<file path="config.mk">
export PLATFORM = sky130hd
export DESIGN_NAME = crd_top
export DESIGN_NICKNAME = d
export VERILOG_FILES = /design/src/crd_pkg.sv /design/src/crd_if.sv /design/src/crd_hdr_parser.sv /design/src/crd_session_table.sv /design/src/crd_top.sv
export VERILOG_INCLUDE_DIRS = /design/src /design/src/src
export SDC_FILE = /design/constraint.sdc
export NUM_CORES = 2
export LEC_CHECK = 0
export BUFFER_PORTS_ARGS = -buffer_cell sky130_fd_sc_hd__buf_2
export CORE_ASPECT_RATIO = 1.25
export CORE_MARGIN = 3
export CORE_UTILIZATION = 56
export DETAILED_ROUTE_END_ITERATION = 10
export PLACE_DENSITY = 0.84
export SKIP_LAST_GASP = 1
export SLEW_MARGIN = 10
export SYNTH_ARGS = -nofsm -noshare
export SYNTH_HDL_FRONTEND = slang
export SYNTH_HIERARCHICAL = 1
export SYNTH_SLANG_ARGS = --single-unit
</file>
<file path="constraint.sdc">
create_clock -name clk -period 18.1 [get_ports clk]
set_input_delay 1.81 -clock clk [delete_from_list [all_inputs] [get_ports clk]]
set_output_delay 1.81 -clock clk [all_outputs]
set_load 0.01 [all_outputs]
</file>
<file path="src/crd_consts.svh">
// Offsets, codes, sizes and reset values of the crypto request decoder
`ifndef CRD_CONSTS_SVH
`define CRD_CONSTS_SVH
// Register byte offsets
`define CRD_OFF_CTRL 8'h00
`define CRD_OFF_FEAT 8'h04
`define CRD_OFF_OPCODE 8'h08
`define CRD_OFF_ALGO 8'h0c
`define CRD_OFF_HND_LO 8'h10
`define CRD_OFF_HND_HI 8'h14
`define CRD_OFF_FLAG 8'h18
`define CRD_OFF_PAD 8'h1c
`define CRD_OFF_FLF0 8'h20
`define CRD_OFF_FLF1 8'h24
`define CRD_OFF_FLF2 8'h28
`define CRD_OFF_FLF3 8'h2c
`define CRD_OFF_STATUS 8'h30
`define CRD_OFF_NEW_LO 8'h34
`define CRD_OFF_NEW_HI 8'h38
`define CRD_OFF_LAYOUT 8'h3c
`define CRD_OFF_SRC_LEN 8'h40
`define CRD_OFF_RES_LEN 8'h44
`define CRD_OFF_RES_OFF 8'h48
`define CRD_OFF_TRAILER 8'h4c
`define CRD_OFF_SUPPORT 8'h50
// Command codes in the control register
`define CRD_CMD_CREATE 2'h1
`define CRD_CMD_DESTROY 2'h2
`define CRD_CMD_DATA 2'h3
// Status byte codes
`define CRD_ST_OK 8'h00
`define CRD_ST_ERR 8'h01
`define CRD_ST_NOTSUPP 8'h02
`define CRD_ST_INVSESS 8'h03
`define CRD_ST_NOSPC 8'h04
// Service codes and opcode fields
`define CRD_SVC_CIPHER 8'h00
`define CRD_SVC_HASH 8'h01
`define CRD_SVC_MAC 8'h02
`define CRD_SVC_AEAD 8'h03
`define CRD_SVC_AKCIPHER 8'h04
`define CRD_OP_ENC 8'h00
`define CRD_OP_DEC 8'h01
`define CRD_OP_SIGN 8'h02
`define CRD_OP_VERIFY 8'h03
`define CRD_OPC_SVC_LSB 8
`define CRD_SESSION_MODE 32'h00000001
// Byte sizes of header and fixed blocks
`define CRD_HDR_LEN 32'h00000018
`define CRD_FLF_LEGACY 8'h30
`define CRD_FLF_HASH 8'h08
`define CRD_FLF_HASH_SL 8'h10
`define CRD_FLF_MAC 8'h08
`define CRD_FLF_MAC_SL 8'h10
`define CRD_FLF_OTHER 8'h30
// Reset values
`define CRD_RST_FEAT 6'h00
`define CRD_RST_SUPPORT 5'h1f
`define CRD_RST_STATUS 8'h00
`endif

</file>
<file path="src/crd_pkg.sv">
// Types shared by the crypto request decoder modules
package crd_pkg;
	typedef enum logic [1:0] {
		CRD_IDLE = 2'b00,
		CRD_EXEC = 2'b01,
		CRD_ENG = 2'b10
	} crd_state_t;

	typedef struct packed {
		logic waitreq;
		logic [31:0] rdata;
		logic [5:0] feat;
		logic [4:0] support;
		logic [31:0] opcode;
		logic [31:0] algo;
		logic [63:0] handle;
		logic [31:0] flag;
		logic [3:0][31:0] flf;
		logic [7:0] status;
		logic busy;
		logic done;
		logic [63:0] new_handle;
		logic [31:0] src_len;
		logic [31:0] res_len;
		logic [31:0] res_off;
		logic [31:0] trailer;
		logic [7:0] flf_len;
		logic stateless;
		logic [2:0] svc;
		logic sess_mode;
		logic [1:0] cmd;
		crd_state_t state;
		logic eng_start;
	} crd_top_st_t;

	typedef struct packed {
		logic [7:0] valid;
		logic [7:0][2:0] svc;
		logic [7:0][15:0] seq;
		logic [15:0] ctr;
	} crd_tbl_st_t;
endpackage

</file>
<file path="src/crd_if.sv">
// Carrier between the decoder top, the opcode parser and the session table
`timescale 1ns/1ps
`default_nettype none
interface crd_if;
	logic [31:0] opcode;
	logic [5:0] feat;
	logic [31:0] flag;
	logic svc_known;
	logic op_ok;
	logic [2:0] svc;
	logic stateless;
	logic sess_mode;
	logic reject;
	logic [7:0] flf_len;
	logic [63:0] handle;
	logic alloc_en;
	logic free_en;
	logic free_found;
	logic [63:0] alloc_handle;
	logic hit;

	modport top_mp (output opcode, feat, flag, handle, alloc_en, free_en,
		input svc_known, op_ok, svc, stateless, sess_mode, reject, flf_len,
		input free_found, alloc_handle, hit);
	modport dec_mp (input opcode, feat, flag,
		output svc_known, op_ok, svc, stateless, sess_mode, reject, flf_len);
	modport tbl_mp (input svc, handle, alloc_en, free_en,
		output free_found, alloc_handle, hit);
endinterface
`default_nettype wire

</file>
<file path="src/crd_hdr_parser.sv">
// Opcode and feature decode that picks the fixed and variable block layout
`timescale 1ns/1ps
`default_nettype none
`include "crd_consts.svh"
module crd_hdr_parser
	import crd_pkg::*;
(
	crd_if.dec_mp d
);
	logic [7:0] svc_code;
	logic [7:0] op_idx;
	logic rev1;
	logic [4:0] sl_vec;
	logic flag_sess;

	// Service code and operation index share the opcode word
	assign svc_code = d.opcode[`CRD_OPC_SVC_LSB +: 8];
	assign op_idx = d.opcode[7:0];
	assign rev1 = d.feat[0];
	assign sl_vec = d.feat[5:1];
	assign flag_sess = (d.flag == `CRD_SESSION_MODE);

	// Layout choice by opcode and negotiated features
	always_comb
	begin
		d.svc_known = (svc_code <= `CRD_SVC_AKCIPHER) && (d.opcode[31:16] == 16'h0000);
		d.svc = svc_code[2:0];
		d.op_ok = 1'b0;
		case (svc_code)
			`CRD_SVC_CIPHER, `CRD_SVC_AEAD: d.op_ok = (op_idx <= `CRD_OP_DEC);
			`CRD_SVC_HASH, `CRD_SVC_MAC: d.op_ok = (op_idx == `CRD_OP_ENC);
			`CRD_SVC_AKCIPHER: d.op_ok = (op_idx <= `CRD_OP_VERIFY);
			default: d.op_ok = 1'b0;
		endcase
		d.op_ok = d.op_ok && d.svc_known;
		d.stateless = d.svc_known ? sl_vec[svc_code[2:0]] : 1'b0;
		// Flag only counts once revision one is on
		d.sess_mode = rev1 ? flag_sess : 1'b1;
		d.reject = rev1 && !d.stateless && !flag_sess;
		if (!rev1 && !d.stateless)
			d.flf_len = `CRD_FLF_LEGACY;
		else
		begin
			case (svc_code)
				`CRD_SVC_HASH: d.flf_len = d.stateless ? `CRD_FLF_HASH_SL : `CRD_FLF_HASH;
				`CRD_SVC_MAC: d.flf_len = d.stateless ? `CRD_FLF_MAC_SL : `CRD_FLF_MAC;
				default: d.flf_len = `CRD_FLF_OTHER;
			endcase
		end
	end
endmodule
`default_nettype wire

</file>
<file path="src/crd_session_table.sv">
// Eight-entry session table that issues and checks session handles
`timescale 1ns/1ps
`default_nettype none
`include "crd_consts.svh"
module crd_session_table
	import crd_pkg::*;
(
	input wire logic clk,
	input wire logic rst,
	input wire logic ce,
	crd_if.tbl_mp t
);
	crd_tbl_st_t st_reg;
	crd_tbl_st_t st_next;
	logic [7:0] match;
	logic [2:0] free_idx;
	logic [2:0] h_idx;
	logic [15:0] h_seq;

	assign h_idx = t.handle[2:0];
	assign h_seq = t.handle[18:3];

	// Per-entry compare of the presented handle
	genvar i;
	generate
		for (i = 0; i < 8; i++)
		begin : g_match
			assign match[i] = st_reg.valid[i] && (st_reg.seq[i] == h_seq) &&
				(st_reg.svc[i] == t.svc) && (h_idx == 3'(i));
		end
	endgenerate
	// Upper handle bits must be zero, so forged handles with high bits set miss; stale ones miss on the sequence compare
	assign t.hit = (|match) && (t.handle[63:19] == 45'h0);

	// Lowest free slot; sequence number keeps reused slots unique
	always_comb
	begin
		free_idx = 3'h0;
		t.free_found = 1'b0;
		for (int k = 7; k >= 0; k--)
		begin
			if (!st_reg.valid[k])
			begin
				free_idx = 3'(k);
				t.free_found = 1'b1;
			end
		end
		t.alloc_handle = {45'h0, st_reg.ctr, free_idx};
		st_next = st_reg;
		if (t.alloc_en && t.free_found)
		begin
			st_next.valid[free_idx] = 1'b1;
			st_next.seq[free_idx] = st_reg.ctr;
			st_next.svc[free_idx] = t.svc;
			st_next.ctr = st_reg.ctr + 16'h0001;
		end
		if (t.free_en && t.hit)
			st_next.valid[h_idx] = 1'b0;
	end

	// State register
	always_ff @(posedge clk or posedge rst)
	begin
		if (rst)
			st_reg <= '0;
		else if (ce)
			st_reg <= st_next;
	end
endmodule
`default_nettype wire

</file>
<file path="src/crd_top.sv">
// Crypto request decoder: register front end, command sequencer and engine hand-off
//
// Overview of operation
// - Pick the create parameter layout from the opcode's service code.
// - Read per-service fixed block fields at the offsets of the chosen layout.
// - Create reports success, unsupported, no-space, or generic error.
// - No free handle reports no-space only with revision one, else generic error.
// - New session handle is written only when create status is success.
// - Destroy reports success or generic error.
// - Header holds opcode, algorithm, 64-bit handle, flag, padding, little-endian.
// - Opcode is service code plus an operation index checked per service.
// - Flag value one means the request uses an existing session.
// - Without revision one the flag is ignored.
// - Revision one without stateless: requests lacking session flag are rejected.
// - Request is header, fixed block, variable block, then status trailer.
// - Without revision one the session fixed block is padded to 48 bytes.
// - Stateless layouts are used when the service's stateless feature is on.
// - Outcome goes in a one-byte status trailer at the request end.
// - Session hash fixed block: source length then result length.
// - Stateless hash fixed block: algorithm, source length, result length, reserved.
// - Session-mode request with an unknown handle reports invalid session.
// - On hash success the digest goes into the result area.
`timescale 1ns/1ps
`default_nettype none
`include "crd_consts.svh"
module crd_top
	import crd_pkg::*;
(
	input wire logic clk,
	input wire logic rst,
	input wire logic ce,
	input wire logic [7:0] avs_address,
	input wire logic avs_read,
	input wire logic avs_write,
	input wire logic [31:0] avs_writedata,
	input wire logic [3:0] avs_byteenable,
	output logic [31:0] avs_readdata,
	output logic avs_waitrequest,
	output logic eng_start,
	output logic [2:0] eng_service,
	output logic [31:0] eng_algo,
	output logic [31:0] eng_src_len,
	output logic [31:0] eng_res_len,
	output logic [31:0] eng_res_off,
	input wire logic eng_done,
	input wire logic eng_ok
);
	// ------------------------------------------------------------
	// Submodules
	// ------------------------------------------------------------
	crd_if bus_if ();
	crd_top_st_t st_reg;
	crd_top_st_t st_next;

	crd_hdr_parser u_parser (
		.d(bus_if.dec_mp)
	);

	crd_session_table u_table (
		.clk(clk),
		.rst(rst),
		.ce(ce),
		.t(bus_if.tbl_mp)
	);

	// Byte-lane merge for every writable register except the control register
	function automatic logic [31:0] crd_merge(
		input logic [31:0] old_val,
		input logic [31:0] wdata,
		input logic [3:0] be
	);
		logic [31:0] r;
		// Disabled lanes keep old bytes
		r = old_val;
		for (int b = 0; b < 4; b++)
		begin
			if (be[b])
				r[b*8 +: 8] = wdata[b*8 +: 8];
		end
		return r;
	endfunction

	// ------------------------------------------------------------
	// Parser and table inputs
	// ------------------------------------------------------------
	assign bus_if.opcode = st_reg.opcode;
	assign bus_if.feat = st_reg.feat;
	assign bus_if.flag = st_reg.flag;
	assign bus_if.handle = st_reg.handle;

	// Exec lasts one cycle
	logic in_exec;
	logic svc_supported;
	assign in_exec = (st_reg.state == CRD_EXEC);
	assign svc_supported = st_reg.support[bus_if.svc];

	// Allocation only on a create that passed every earlier check
	assign bus_if.alloc_en = in_exec && (st_reg.cmd == `CRD_CMD_CREATE) &&
		bus_if.svc_known && svc_supported;
	assign bus_if.free_en = in_exec && (st_reg.cmd == `CRD_CMD_DESTROY);

	// ------------------------------------------------------------
	// Next-state logic
	// ------------------------------------------------------------
	logic [31:0] rd_val;
	logic acc;

	// Layout-picked lengths
	logic [31:0] src_w;
	logic [31:0] res_w;
	logic [31:0] key_w;
	always_comb
	begin
		rd_val = 32'h0;
		src_w = 32'h0;
		res_w = 32'h0;
		key_w = 32'h0;
		st_next = st_reg;
		st_next.eng_start = 1'b0;
		acc = (avs_read || avs_write) && !st_reg.waitreq;

		// Read mux; unmapped and padding words read zero
		case (avs_address)
			`CRD_OFF_CTRL: rd_val = {29'h0, st_reg.cmd, st_reg.busy};
			`CRD_OFF_FEAT: rd_val = {26'h0, st_reg.feat};
			`CRD_OFF_OPCODE: rd_val = st_reg.opcode;
			`CRD_OFF_ALGO: rd_val = st_reg.algo;
			`CRD_OFF_HND_LO: rd_val = st_reg.handle[31:0];
			`CRD_OFF_HND_HI: rd_val = st_reg.handle[63:32];
			`CRD_OFF_FLAG: rd_val = st_reg.flag;
			`CRD_OFF_FLF0: rd_val = st_reg.flf[0];
			`CRD_OFF_FLF1: rd_val = st_reg.flf[1];
			`CRD_OFF_FLF2: rd_val = st_reg.flf[2];
			`CRD_OFF_FLF3: rd_val = st_reg.flf[3];
			`CRD_OFF_STATUS: rd_val = {22'h0, st_reg.done, st_reg.busy, st_reg.status};
			`CRD_OFF_NEW_LO: rd_val = st_reg.new_handle[31:0];
			`CRD_OFF_NEW_HI: rd_val = st_reg.new_handle[63:32];
			// Decoded layout for software
			`CRD_OFF_LAYOUT: rd_val = {19'h0, st_reg.sess_mode, st_reg.svc,
				st_reg.stateless, st_reg.flf_len};
			`CRD_OFF_SRC_LEN: rd_val = st_reg.src_len;
			`CRD_OFF_RES_LEN: rd_val = st_reg.res_len;
			`CRD_OFF_RES_OFF: rd_val = st_reg.res_off;
			`CRD_OFF_TRAILER: rd_val = st_reg.trailer;
			`CRD_OFF_SUPPORT: rd_val = {27'h0, st_reg.support};
			default: rd_val = 32'h0;
		endcase

		// One wait cycle, then a single ready cycle per request
		if (st_reg.waitreq && (avs_read || avs_write))
		begin
			st_next.waitreq = 1'b0;
			if (avs_read)
				// Stands in the ready cycle
				st_next.rdata = rd_val;
		end
		else
			st_next.waitreq = 1'b1;

		// Register writes take effect on the ready cycle
		if (acc && avs_write)
		begin
			case (avs_address)
				`CRD_OFF_CTRL:
				begin
					// Start is ignored while a command is in flight
					if (avs_byteenable[0] && avs_writedata[0] && !st_reg.busy)
					begin
						st_next.cmd = avs_writedata[2:1];
						st_next.busy = 1'b1;
						st_next.done = 1'b0;
						st_next.state = CRD_EXEC;
					end
				end
				`CRD_OFF_FEAT: st_next.feat = 6'(crd_merge({26'h0, st_reg.feat},
					avs_writedata, avs_byteenable));
				// Header words, little-endian 32-bit lanes
				`CRD_OFF_OPCODE: st_next.opcode = crd_merge(st_reg.opcode,
					avs_writedata, avs_byteenable);
				`CRD_OFF_ALGO: st_next.algo = crd_merge(st_reg.algo,
					avs_writedata, avs_byteenable);
				`CRD_OFF_HND_LO: st_next.handle[31:0] = crd_merge(st_reg.handle[31:0],
					avs_writedata, avs_byteenable);
				`CRD_OFF_HND_HI: st_next.handle[63:32] = crd_merge(st_reg.handle[63:32],
					avs_writedata, avs_byteenable);
				`CRD_OFF_FLAG: st_next.flag = crd_merge(st_reg.flag,
					avs_writedata, avs_byteenable);
				// Padding word is accepted and dropped
				`CRD_OFF_PAD: st_next.cmd = st_reg.cmd;
				// Fixed block words
				`CRD_OFF_FLF0: st_next.flf[0] = crd_merge(st_reg.flf[0],
					avs_writedata, avs_byteenable);
				`CRD_OFF_FLF1: st_next.flf[1] = crd_merge(st_reg.flf[1],
					avs_writedata, avs_byteenable);
				`CRD_OFF_FLF2: st_next.flf[2] = crd_merge(st_reg.flf[2],
					avs_writedata, avs_byteenable);
				`CRD_OFF_FLF3: st_next.flf[3] = crd_merge(st_reg.flf[3],
					avs_writedata, avs_byteenable);
				`CRD_OFF_SUPPORT: st_next.support = 5'(crd_merge({27'h0, st_reg.support},
					avs_writedata, avs_byteenable));
				default: st_next.cmd = st_reg.cmd;
			endcase
		end

		// Command sequencer
		case (st_reg.state)
			CRD_IDLE:
			begin
				st_next.busy = st_reg.busy;
			end

			CRD_EXEC:
			begin
				st_next.svc = bus_if.svc;
				st_next.state = CRD_IDLE;
				st_next.busy = 1'b0;
				st_next.done = 1'b1;
				case (st_reg.cmd)
					`CRD_CMD_CREATE:
					begin
						// Service code selects the parameter structure
						if (!bus_if.svc_known || !svc_supported)
							st_next.status = `CRD_ST_NOTSUPP;
						else if (!bus_if.free_found)
							st_next.status = st_reg.feat[0] ? `CRD_ST_NOSPC : `CRD_ST_ERR;
						else
						begin
							st_next.status = `CRD_ST_OK;
							st_next.new_handle = bus_if.alloc_handle;
						end
					end

					`CRD_CMD_DESTROY:
					begin
						// Handle must match a live session of the same service
						st_next.status = bus_if.hit ? `CRD_ST_OK : `CRD_ST_ERR;
					end

					// First failed check wins
					`CRD_CMD_DATA:
					begin
						st_next.stateless = bus_if.stateless;
						st_next.sess_mode = bus_if.sess_mode;
						st_next.flf_len = bus_if.flf_len;
						if (!bus_if.op_ok || !svc_supported)
							st_next.status = `CRD_ST_NOTSUPP;
						else if (bus_if.reject)
							st_next.status = `CRD_ST_ERR;
						else if (bus_if.sess_mode && !bus_if.hit)
							st_next.status = `CRD_ST_INVSESS;
						else
						begin
							// Field positions follow the selected layout
							if (bus_if.stateless && bus_if.svc == 3'(`CRD_SVC_HASH))
							begin
								src_w = st_reg.flf[1];
								res_w = st_reg.flf[2];
							end
							else if (bus_if.stateless && bus_if.svc == 3'(`CRD_SVC_MAC))
							begin
								key_w = st_reg.flf[1];
								src_w = st_reg.flf[2];
								res_w = st_reg.flf[3];
							end
							else
							begin
								src_w = st_reg.flf[0];
								res_w = st_reg.flf[1];
							end
							st_next.src_len = src_w;
							st_next.res_len = res_w;
							// Result area follows key and source bytes
							st_next.res_off = key_w + src_w;
							// Trailer sits after header, fixed and variable blocks
							st_next.trailer = `CRD_HDR_LEN + {24'h0, bus_if.flf_len} +
								key_w + src_w + res_w;
							st_next.eng_start = 1'b1;
							st_next.state = CRD_ENG;
							st_next.busy = 1'b1;
							st_next.done = 1'b0;
						end
					end

					// Code zero: no command
					default: st_next.status = `CRD_ST_ERR;
				endcase
			end

			CRD_ENG:
			begin
				// Engine writes the digest; only its verdict lands here
				if (eng_done)
				begin
					st_next.status = eng_ok ? `CRD_ST_OK : `CRD_ST_ERR;
					st_next.state = CRD_IDLE;
					st_next.busy = 1'b0;
					st_next.done = 1'b1;
				end
			end
			default:
			begin
				st_next.state = CRD_IDLE;
				st_next.busy = 1'b0;
			end
		endcase
	end

	// ------------------------------------------------------------
	// State register
	// ------------------------------------------------------------
	always_ff @(posedge clk or posedge rst)
	begin
		if (rst)
		begin
			// Waits and idles in reset
			st_reg <= '0;
			st_reg.waitreq <= 1'b1;
			st_reg.feat <= `CRD_RST_FEAT;
			st_reg.support <= `CRD_RST_SUPPORT;
			st_reg.status <= `CRD_RST_STATUS;
			st_reg.state <= CRD_IDLE;
		end
		else if (ce)
			st_reg <= st_next;
	end

	// ------------------------------------------------------------
	// Outputs, all straight from the state register
	// ------------------------------------------------------------
	assign avs_readdata = st_reg.rdata;
	assign avs_waitrequest = st_reg.waitreq;
	assign eng_start = st_reg.eng_start;
	// eng_service holds until the next command, the lengths and offset until the next engine start; eng_algo follows the algorithm register
	assign eng_service = st_reg.svc;
	assign eng_algo = st_reg.algo;
	assign eng_src_len = st_reg.src_len;
	assign eng_res_len = st_reg.res_len;
	assign eng_res_off = st_reg.res_off;
endmodule
`default_nettype wire

</file>
== Yosys cells after proc, flatten, opt, wreduce, memory -nomap -nowiden ==
Cells that the tools add are included.
Cells by class
  reduce and logical (&&, ||, !) cells: 116
  shifts and indexed selects: 0
  magnitude comparators: 8
  $mul: 0
  add/sub/neg operators: 6
  divide/modulo/power cells: 0
  muxes and demuxes: 91
  equality and inequality tests: 58
  bitwise logic cells: 8
Operators by type and width (number)
  $mux W32: 21
  $pmux W32 S19: 1
  $mux W176: 1
  $reduce_and A4 Y1: 40
  $bwmux W128: 1
  $eq A16 B16 Y1: 8
  $add A32 B32 Y32: 3
  $eq A8 B6 Y1 const B: 7
  $mux W8: 7
  $demux W16 S3: 1
  $logic_and A1 B1 Y1: 46
  $logic_not A45 Y1: 1
  $mux W3: 15
  $eq A8 B7 Y1 const B: 5
  $add A9 B32 Y32: 1
  $eq A32 B1 Y1 const B: 1
  $bwmux W24: 1
  $eq A3 B3 Y1: 8
  $eq A8 B5 Y1 const B: 3
  $logic_not A8 Y1: 3
  $pmux W8 S3: 1
  $mux W2: 11
  $mux W1: 18
  $add A16 B1 Y16 const B: 1
  45 further kinds: 82
Storage, ports and cells
  RAM bits: 0
  logic and storage cells: 360
  output and inout port bits: 165
  flip-flop bits (word level): 683
  memories kept: 0
  ROM bits: 0
  input bits: 51
  bits in latches: 0

== Depth between registers and ports, before layout ==
  word-level depth: 16
  mapped depth: 27
  gate-level depth less buffers: 25

== Modules after synthesis ==
The synthesis kept the hierarchy.
Modules (own cells, without submodules)
  crd_top: instances 1, seq. area each 13695.6 µm², area each 30707.0 µm², cells an instance 2888
  crd_session_table: instances 1, seq. area each 4404.2 µm², area each 9765.6 µm², cells an instance 860
  crd_hdr_parser: instances 1, seq. area each 0.0 µm², area each 369.1 µm², cells an instance 50

== Worst setup path before layout ==
OpenSTA, ideal clock, no wires.
  path type: register to register
  start: register st_reg (netlist bit bus_if.opcode[9])
  end: register st_reg[46] (netlist bit)
  cell stages (with the launch flop): 27
  required time: 17.975 ns
  library setup time: 0.125 ns
  path slack: 11.963 ns
  buffers on the path: 4
  clock period less this slack: 6.137 ns
  arrival: 6.011 ns
  cell sequence: dfrtp_1 -> nand2b_2 -> a21o_2 -> a2111oi_4 -> and4bb_1 -> buf_2 -> buf_1 -> clkbuf_1 -> buf_1 -> nand2_1 -> fa_1 -> fa_1 -> inv_1 -> ha_1 -> ha_1 -> inv_1 -> fa_1 -> nor2b_1 -> o21ai_0 -> nand2b_1 -> a31oi_1 -> o31a_1 -> o21ai_1 -> a211oi_1 -> o21ai_0 -> a311o_1 -> nand3_1
On the way
  word-level cells in the longest chain between the ends: 14
  elaborated cells between the ends (all ways): 87
  those cells by class: 4 x add/sub; 1 x order compare; 14 x eq/ne; 30 x mux; 3 x bitwise; 35 x reduce/logical
RTL lines
  from (decl): RTL line crd_top.sv:52  | crd_top_st_t st_reg;
  from (signal assigned): RTL line crd_top.sv:324  | st_reg <= st_next;
  $le A8 B3 Y1 (no source line) or $bmux W1 S3 (tied branches)
  $logic_and A1 B1 Y1 or $mux W1 (tied branches): RTL line crd_hdr_parser.sv:26, crd_hdr_parser.sv:36
  $mux W1 (*): RTL line crd_hdr_parser.sv:36  | d.stateless = d.svc_known ? sl_vec[svc_code[2:0]] : 1'b0;
  named net bus_if.stateless: RTL line crd_if.sv:11  | logic stateless;
  branches (longest 11 deep; another with $add A9 B32 Y32)
Mark *: on every way through the listed nets, which the timed path passes. The select of a mux whose other input is x is not followed.
A chain may end at the register's enable or synchronous reset.

== Final worst setup path ==
  start: register st_reg (netlist bit bus_if.opcode[21])
  end: register st_reg[46] (netlist bit)
On the way
  word-level cells in the longest chain between the ends: 14
  elaborated cells between the ends (all ways): 43
  those cells by class: 4 x add/sub; 25 x mux; 2 x bitwise; 12 x reduce/logical
RTL lines
  $logic_not A16 Y1 (*): RTL line crd_hdr_parser.sv:26  | d.svc_known = (svc_code <= `CRD_SVC_AKCIPHER) && (d.opcode[31:16] == 16'h0000);
  $logic_and A1 B1 Y1 (*): RTL line crd_hdr_parser.sv:26
  $mux W1 (*): RTL line crd_hdr_parser.sv:36
  named net bus_if.stateless: RTL line crd_if.sv:11
  branches (longest 11 deep; another with $add A9 B32 Y32)
Marks and branches as above.

==> out/qor.yml <==
outcome:
  status: "completed"
synthesis:
  syn_area_mm2: 0.0408
  synth.top_cells.by_count: "dfrtp_1 (717), mux2_2 (553), nand2_1 (372)"
  yosysSeqAreaShare: 0.443
  syn_inst: 3798
  synthTopCellsByArea: "dfrtp_1 (44%), mux2_2 (15%), buf_4 (4.7%), xor2_1 (4.0%), ha_1 (3.7%)"
  ys_ff_latch: 723
  yosysTopAreaCell: "dfrtp_1"
  synth.avg_cell_area_um2: 10.8
  synth_cell_type_count: 88
  synth_ff_type: "dfrtp_1"
  synth_most_common_cell: "dfrtp_1"
  synth_edf_count: 0
  synth_top_area_share: 0.439
  yosys_warnings: 6
  postSynth.asyncResetShare: 1.00
die:
  rows: 110
  dieArea_mm2: 0.0762
  initial_core_util: 0.566
  die_h_um: 308
  ioPinCount: 216
  core_mm2: 0.0721
  die_w_um: 248
sta:
  finalHoldViolCount: 0
  final.setup.tns_ns: 0
  rsz0062_at_grt: "no"
  slew_headroom: 0.0702
  min_period_over_period: 0.449
  final-max-slew-violation-count: 0
  setup_violations: 0
  tightest_slew_ns: 1.38
  hold-worst-slack_ns: 0.475
  fmax_mhz: 123
  skew_ns: 0.0594
  fin_crit_ns: 8.13
flow_run:
  cap_violations: 0
layout:
  final_nets: 3947
  largest_register_ffs: 248
  syn2layout_area_growth_pct: 6.77
  drive_gt1_frac: 0.261
  final_area_mm2: 0.0436
clock_network:
  cts_root_buffer: "clkbuf_16"
  cts_setup_buffers: 0
  cts.clk_slew.worst_paths_ns: 0.06
  cts_tree: "built"
  htree_num_levels: 3
  cts.sink_count: 723
  cts_buffer_depth: 3
  clkLatencyLatePin_ns: 0.67
  cts-buffers-inserted: 76
  cts_hold_buf: 0
  cts_resized: 0
pwr:
  power.density_mw_per_mm2: 76.7
  power_uw: 3350
  peakVddDrop_uv: 79.2
  p_leak_uw: 0.0228
global_routing:
  grtUsageTotal: 0.343
  grt_max_degree: 145
  grt_first_pass_wirelength_um: 197000
  grt_pass1_vias: 32000
  grt_overflow: 0
  antenna_found_initial: 8
placed_design:
  portBuffers: 215
  hpwl_um: 92300
  post_dp_cell_area_mm2: 0.0411
  gp_congestion: 0.982
detailed_routing:
  viasPerCell: 6.67
  routed_wl_um: 132000
  route.detailed.drc: 0
  dr.pass1.iters: 6
  num_vias: 31700
  antenna_left: 0
  drt_iter0_markers: 3471
  post_drt_wl_per_cell_um: 27.7
worst_setup_path:
  cp.required_ns: 18.68
  critPathMaxStageDelay_ns: 0.77
  end_kind: "flop"
  start_kind: "flop"
  crit_top_cell: "fa_1"
  crit_path_max_fanout: 52
  arrival_ns: 8.71
  slowest_stage: "and4bb_4"
  crit_type: "flop to flop"
worst_hold_path:
  hold_class: "flop to flop"
==> kinds of logic after synthesis <==
family                   after synthesis  synth area share
buffers and inverters                536            0.0746
AO/OA/AOI/OAI                        712             0.118
XOR/XNOR                             229            0.0491
AND/OR/NAND/NOR                      863             0.101
flip-flops                           723             0.443
adder cells (fa/ha/maj)              157            0.0549
multiplexers                         576             0.159
other                                  2          0.000184
==> through the flow <==
| stage | setup WS [ns] | cells | util |
|---|---|---|---|
| 6_report | 9.97 | 4752 | 0.605 |
| 5_1_grt | 9.60 | 4748 | 0.605 |
| 4_1_cts | 10.24 | 4748 | 0.605 |
| 3_5_place_dp | 10.26 | 4613 | 0.570 |
| 3_3_place_gp | 10.51 | 4613 | 0.570 |
| 2_1_floorplan | 1.01 | 3846 | - |
==> report_power, final <==
group | internal [uW] | switching (uW)
logic | 33.6 | 95.2
clock network | 892 | 687
registers | 1630 | 12.3
total | 2550 | 795
==> routing by layer <==
metal,vias to the layer above,track usage,share of wire
li1,13300,-,-
met1,15700,0.391,0.34
met2,1988,0.545,0.46
met3,665,0.0863,0.095
met4,6,0.285,0.10
met5,-,0,0.00027
==> worst paths after layout <==
path	start	to	slack, ns	cells past startpoint
setup / recovery	bus_if.opcode[21]	st_reg[46]	9.97	25
setup reg to reg	bus_if.opcode[21]	st_reg[46]	9.97	25
hold / removal	avs_readdata[0]	avs_readdata[0]	0.48	2
max in group asynchronous	rst	avs_readdata[0]	14.70	4
min in group asynchronous	rst	st_reg[260]	1.35	2
hold reg to reg	avs_readdata[0]	avs_readdata[0]	0.48	2
==> final cells by class <==
class,count,area [um2]
Timing Repair Buffer,253,1370
Antenna cell,4,10.0
Clock buffer,109,2190
Multi-Input combinational cell,2587,20100
Clock inverter,26,308
Inverter,98,380
Tap cell,952,1190
Fill cell,5628,28500
Sequential cell,723,18100
==> placed cells by master, fill, tap and decap left out, types with 10 or more instances in the layout <==
master and instances:
dfrtp_1 717, mux2_2 553, nand2_1 371, buf_2 215
xor2_1 186, o21ai_0 160, nor2_1 123, ha_1 120
a22oi_1 116, a21oi_1 114, nor4_1 99, inv_1 96
nand3_1 84, clkbuf_16 76, a31oi_1 54, a221oi_1 51
conb_1 50, a22o_1 44, xnor2_1 43, a21o_1 38
fa_1 37, buf_4 37, nand4_1 30, nor3_1 22
o21ai_1 18, a222oi_1 18, clkbuf_1 17, nor2b_1 16
nand2b_1 16, and2_1 16, clkbuf_8 16, and3_1 14
nor2_4 13, mux2i_1 13, o21a_1 11, o22ai_1 11
nand4b_1 11, clkinv_2 10
==> critical path, delay by kind of cell (launching register included) <==
kind | cells | cell delay (ns)
flip-flops | 1 | 0.39
adder cells (fa/ha/maj) | 5 | 1.64
buffers and inverters | 3 | 0.74
AO/OA/AOI/OAI | 10 | 3.11
AND/OR/NAND/NOR | 7 | 2.08
No activity file was read; power rests on OpenSTA's default activity.
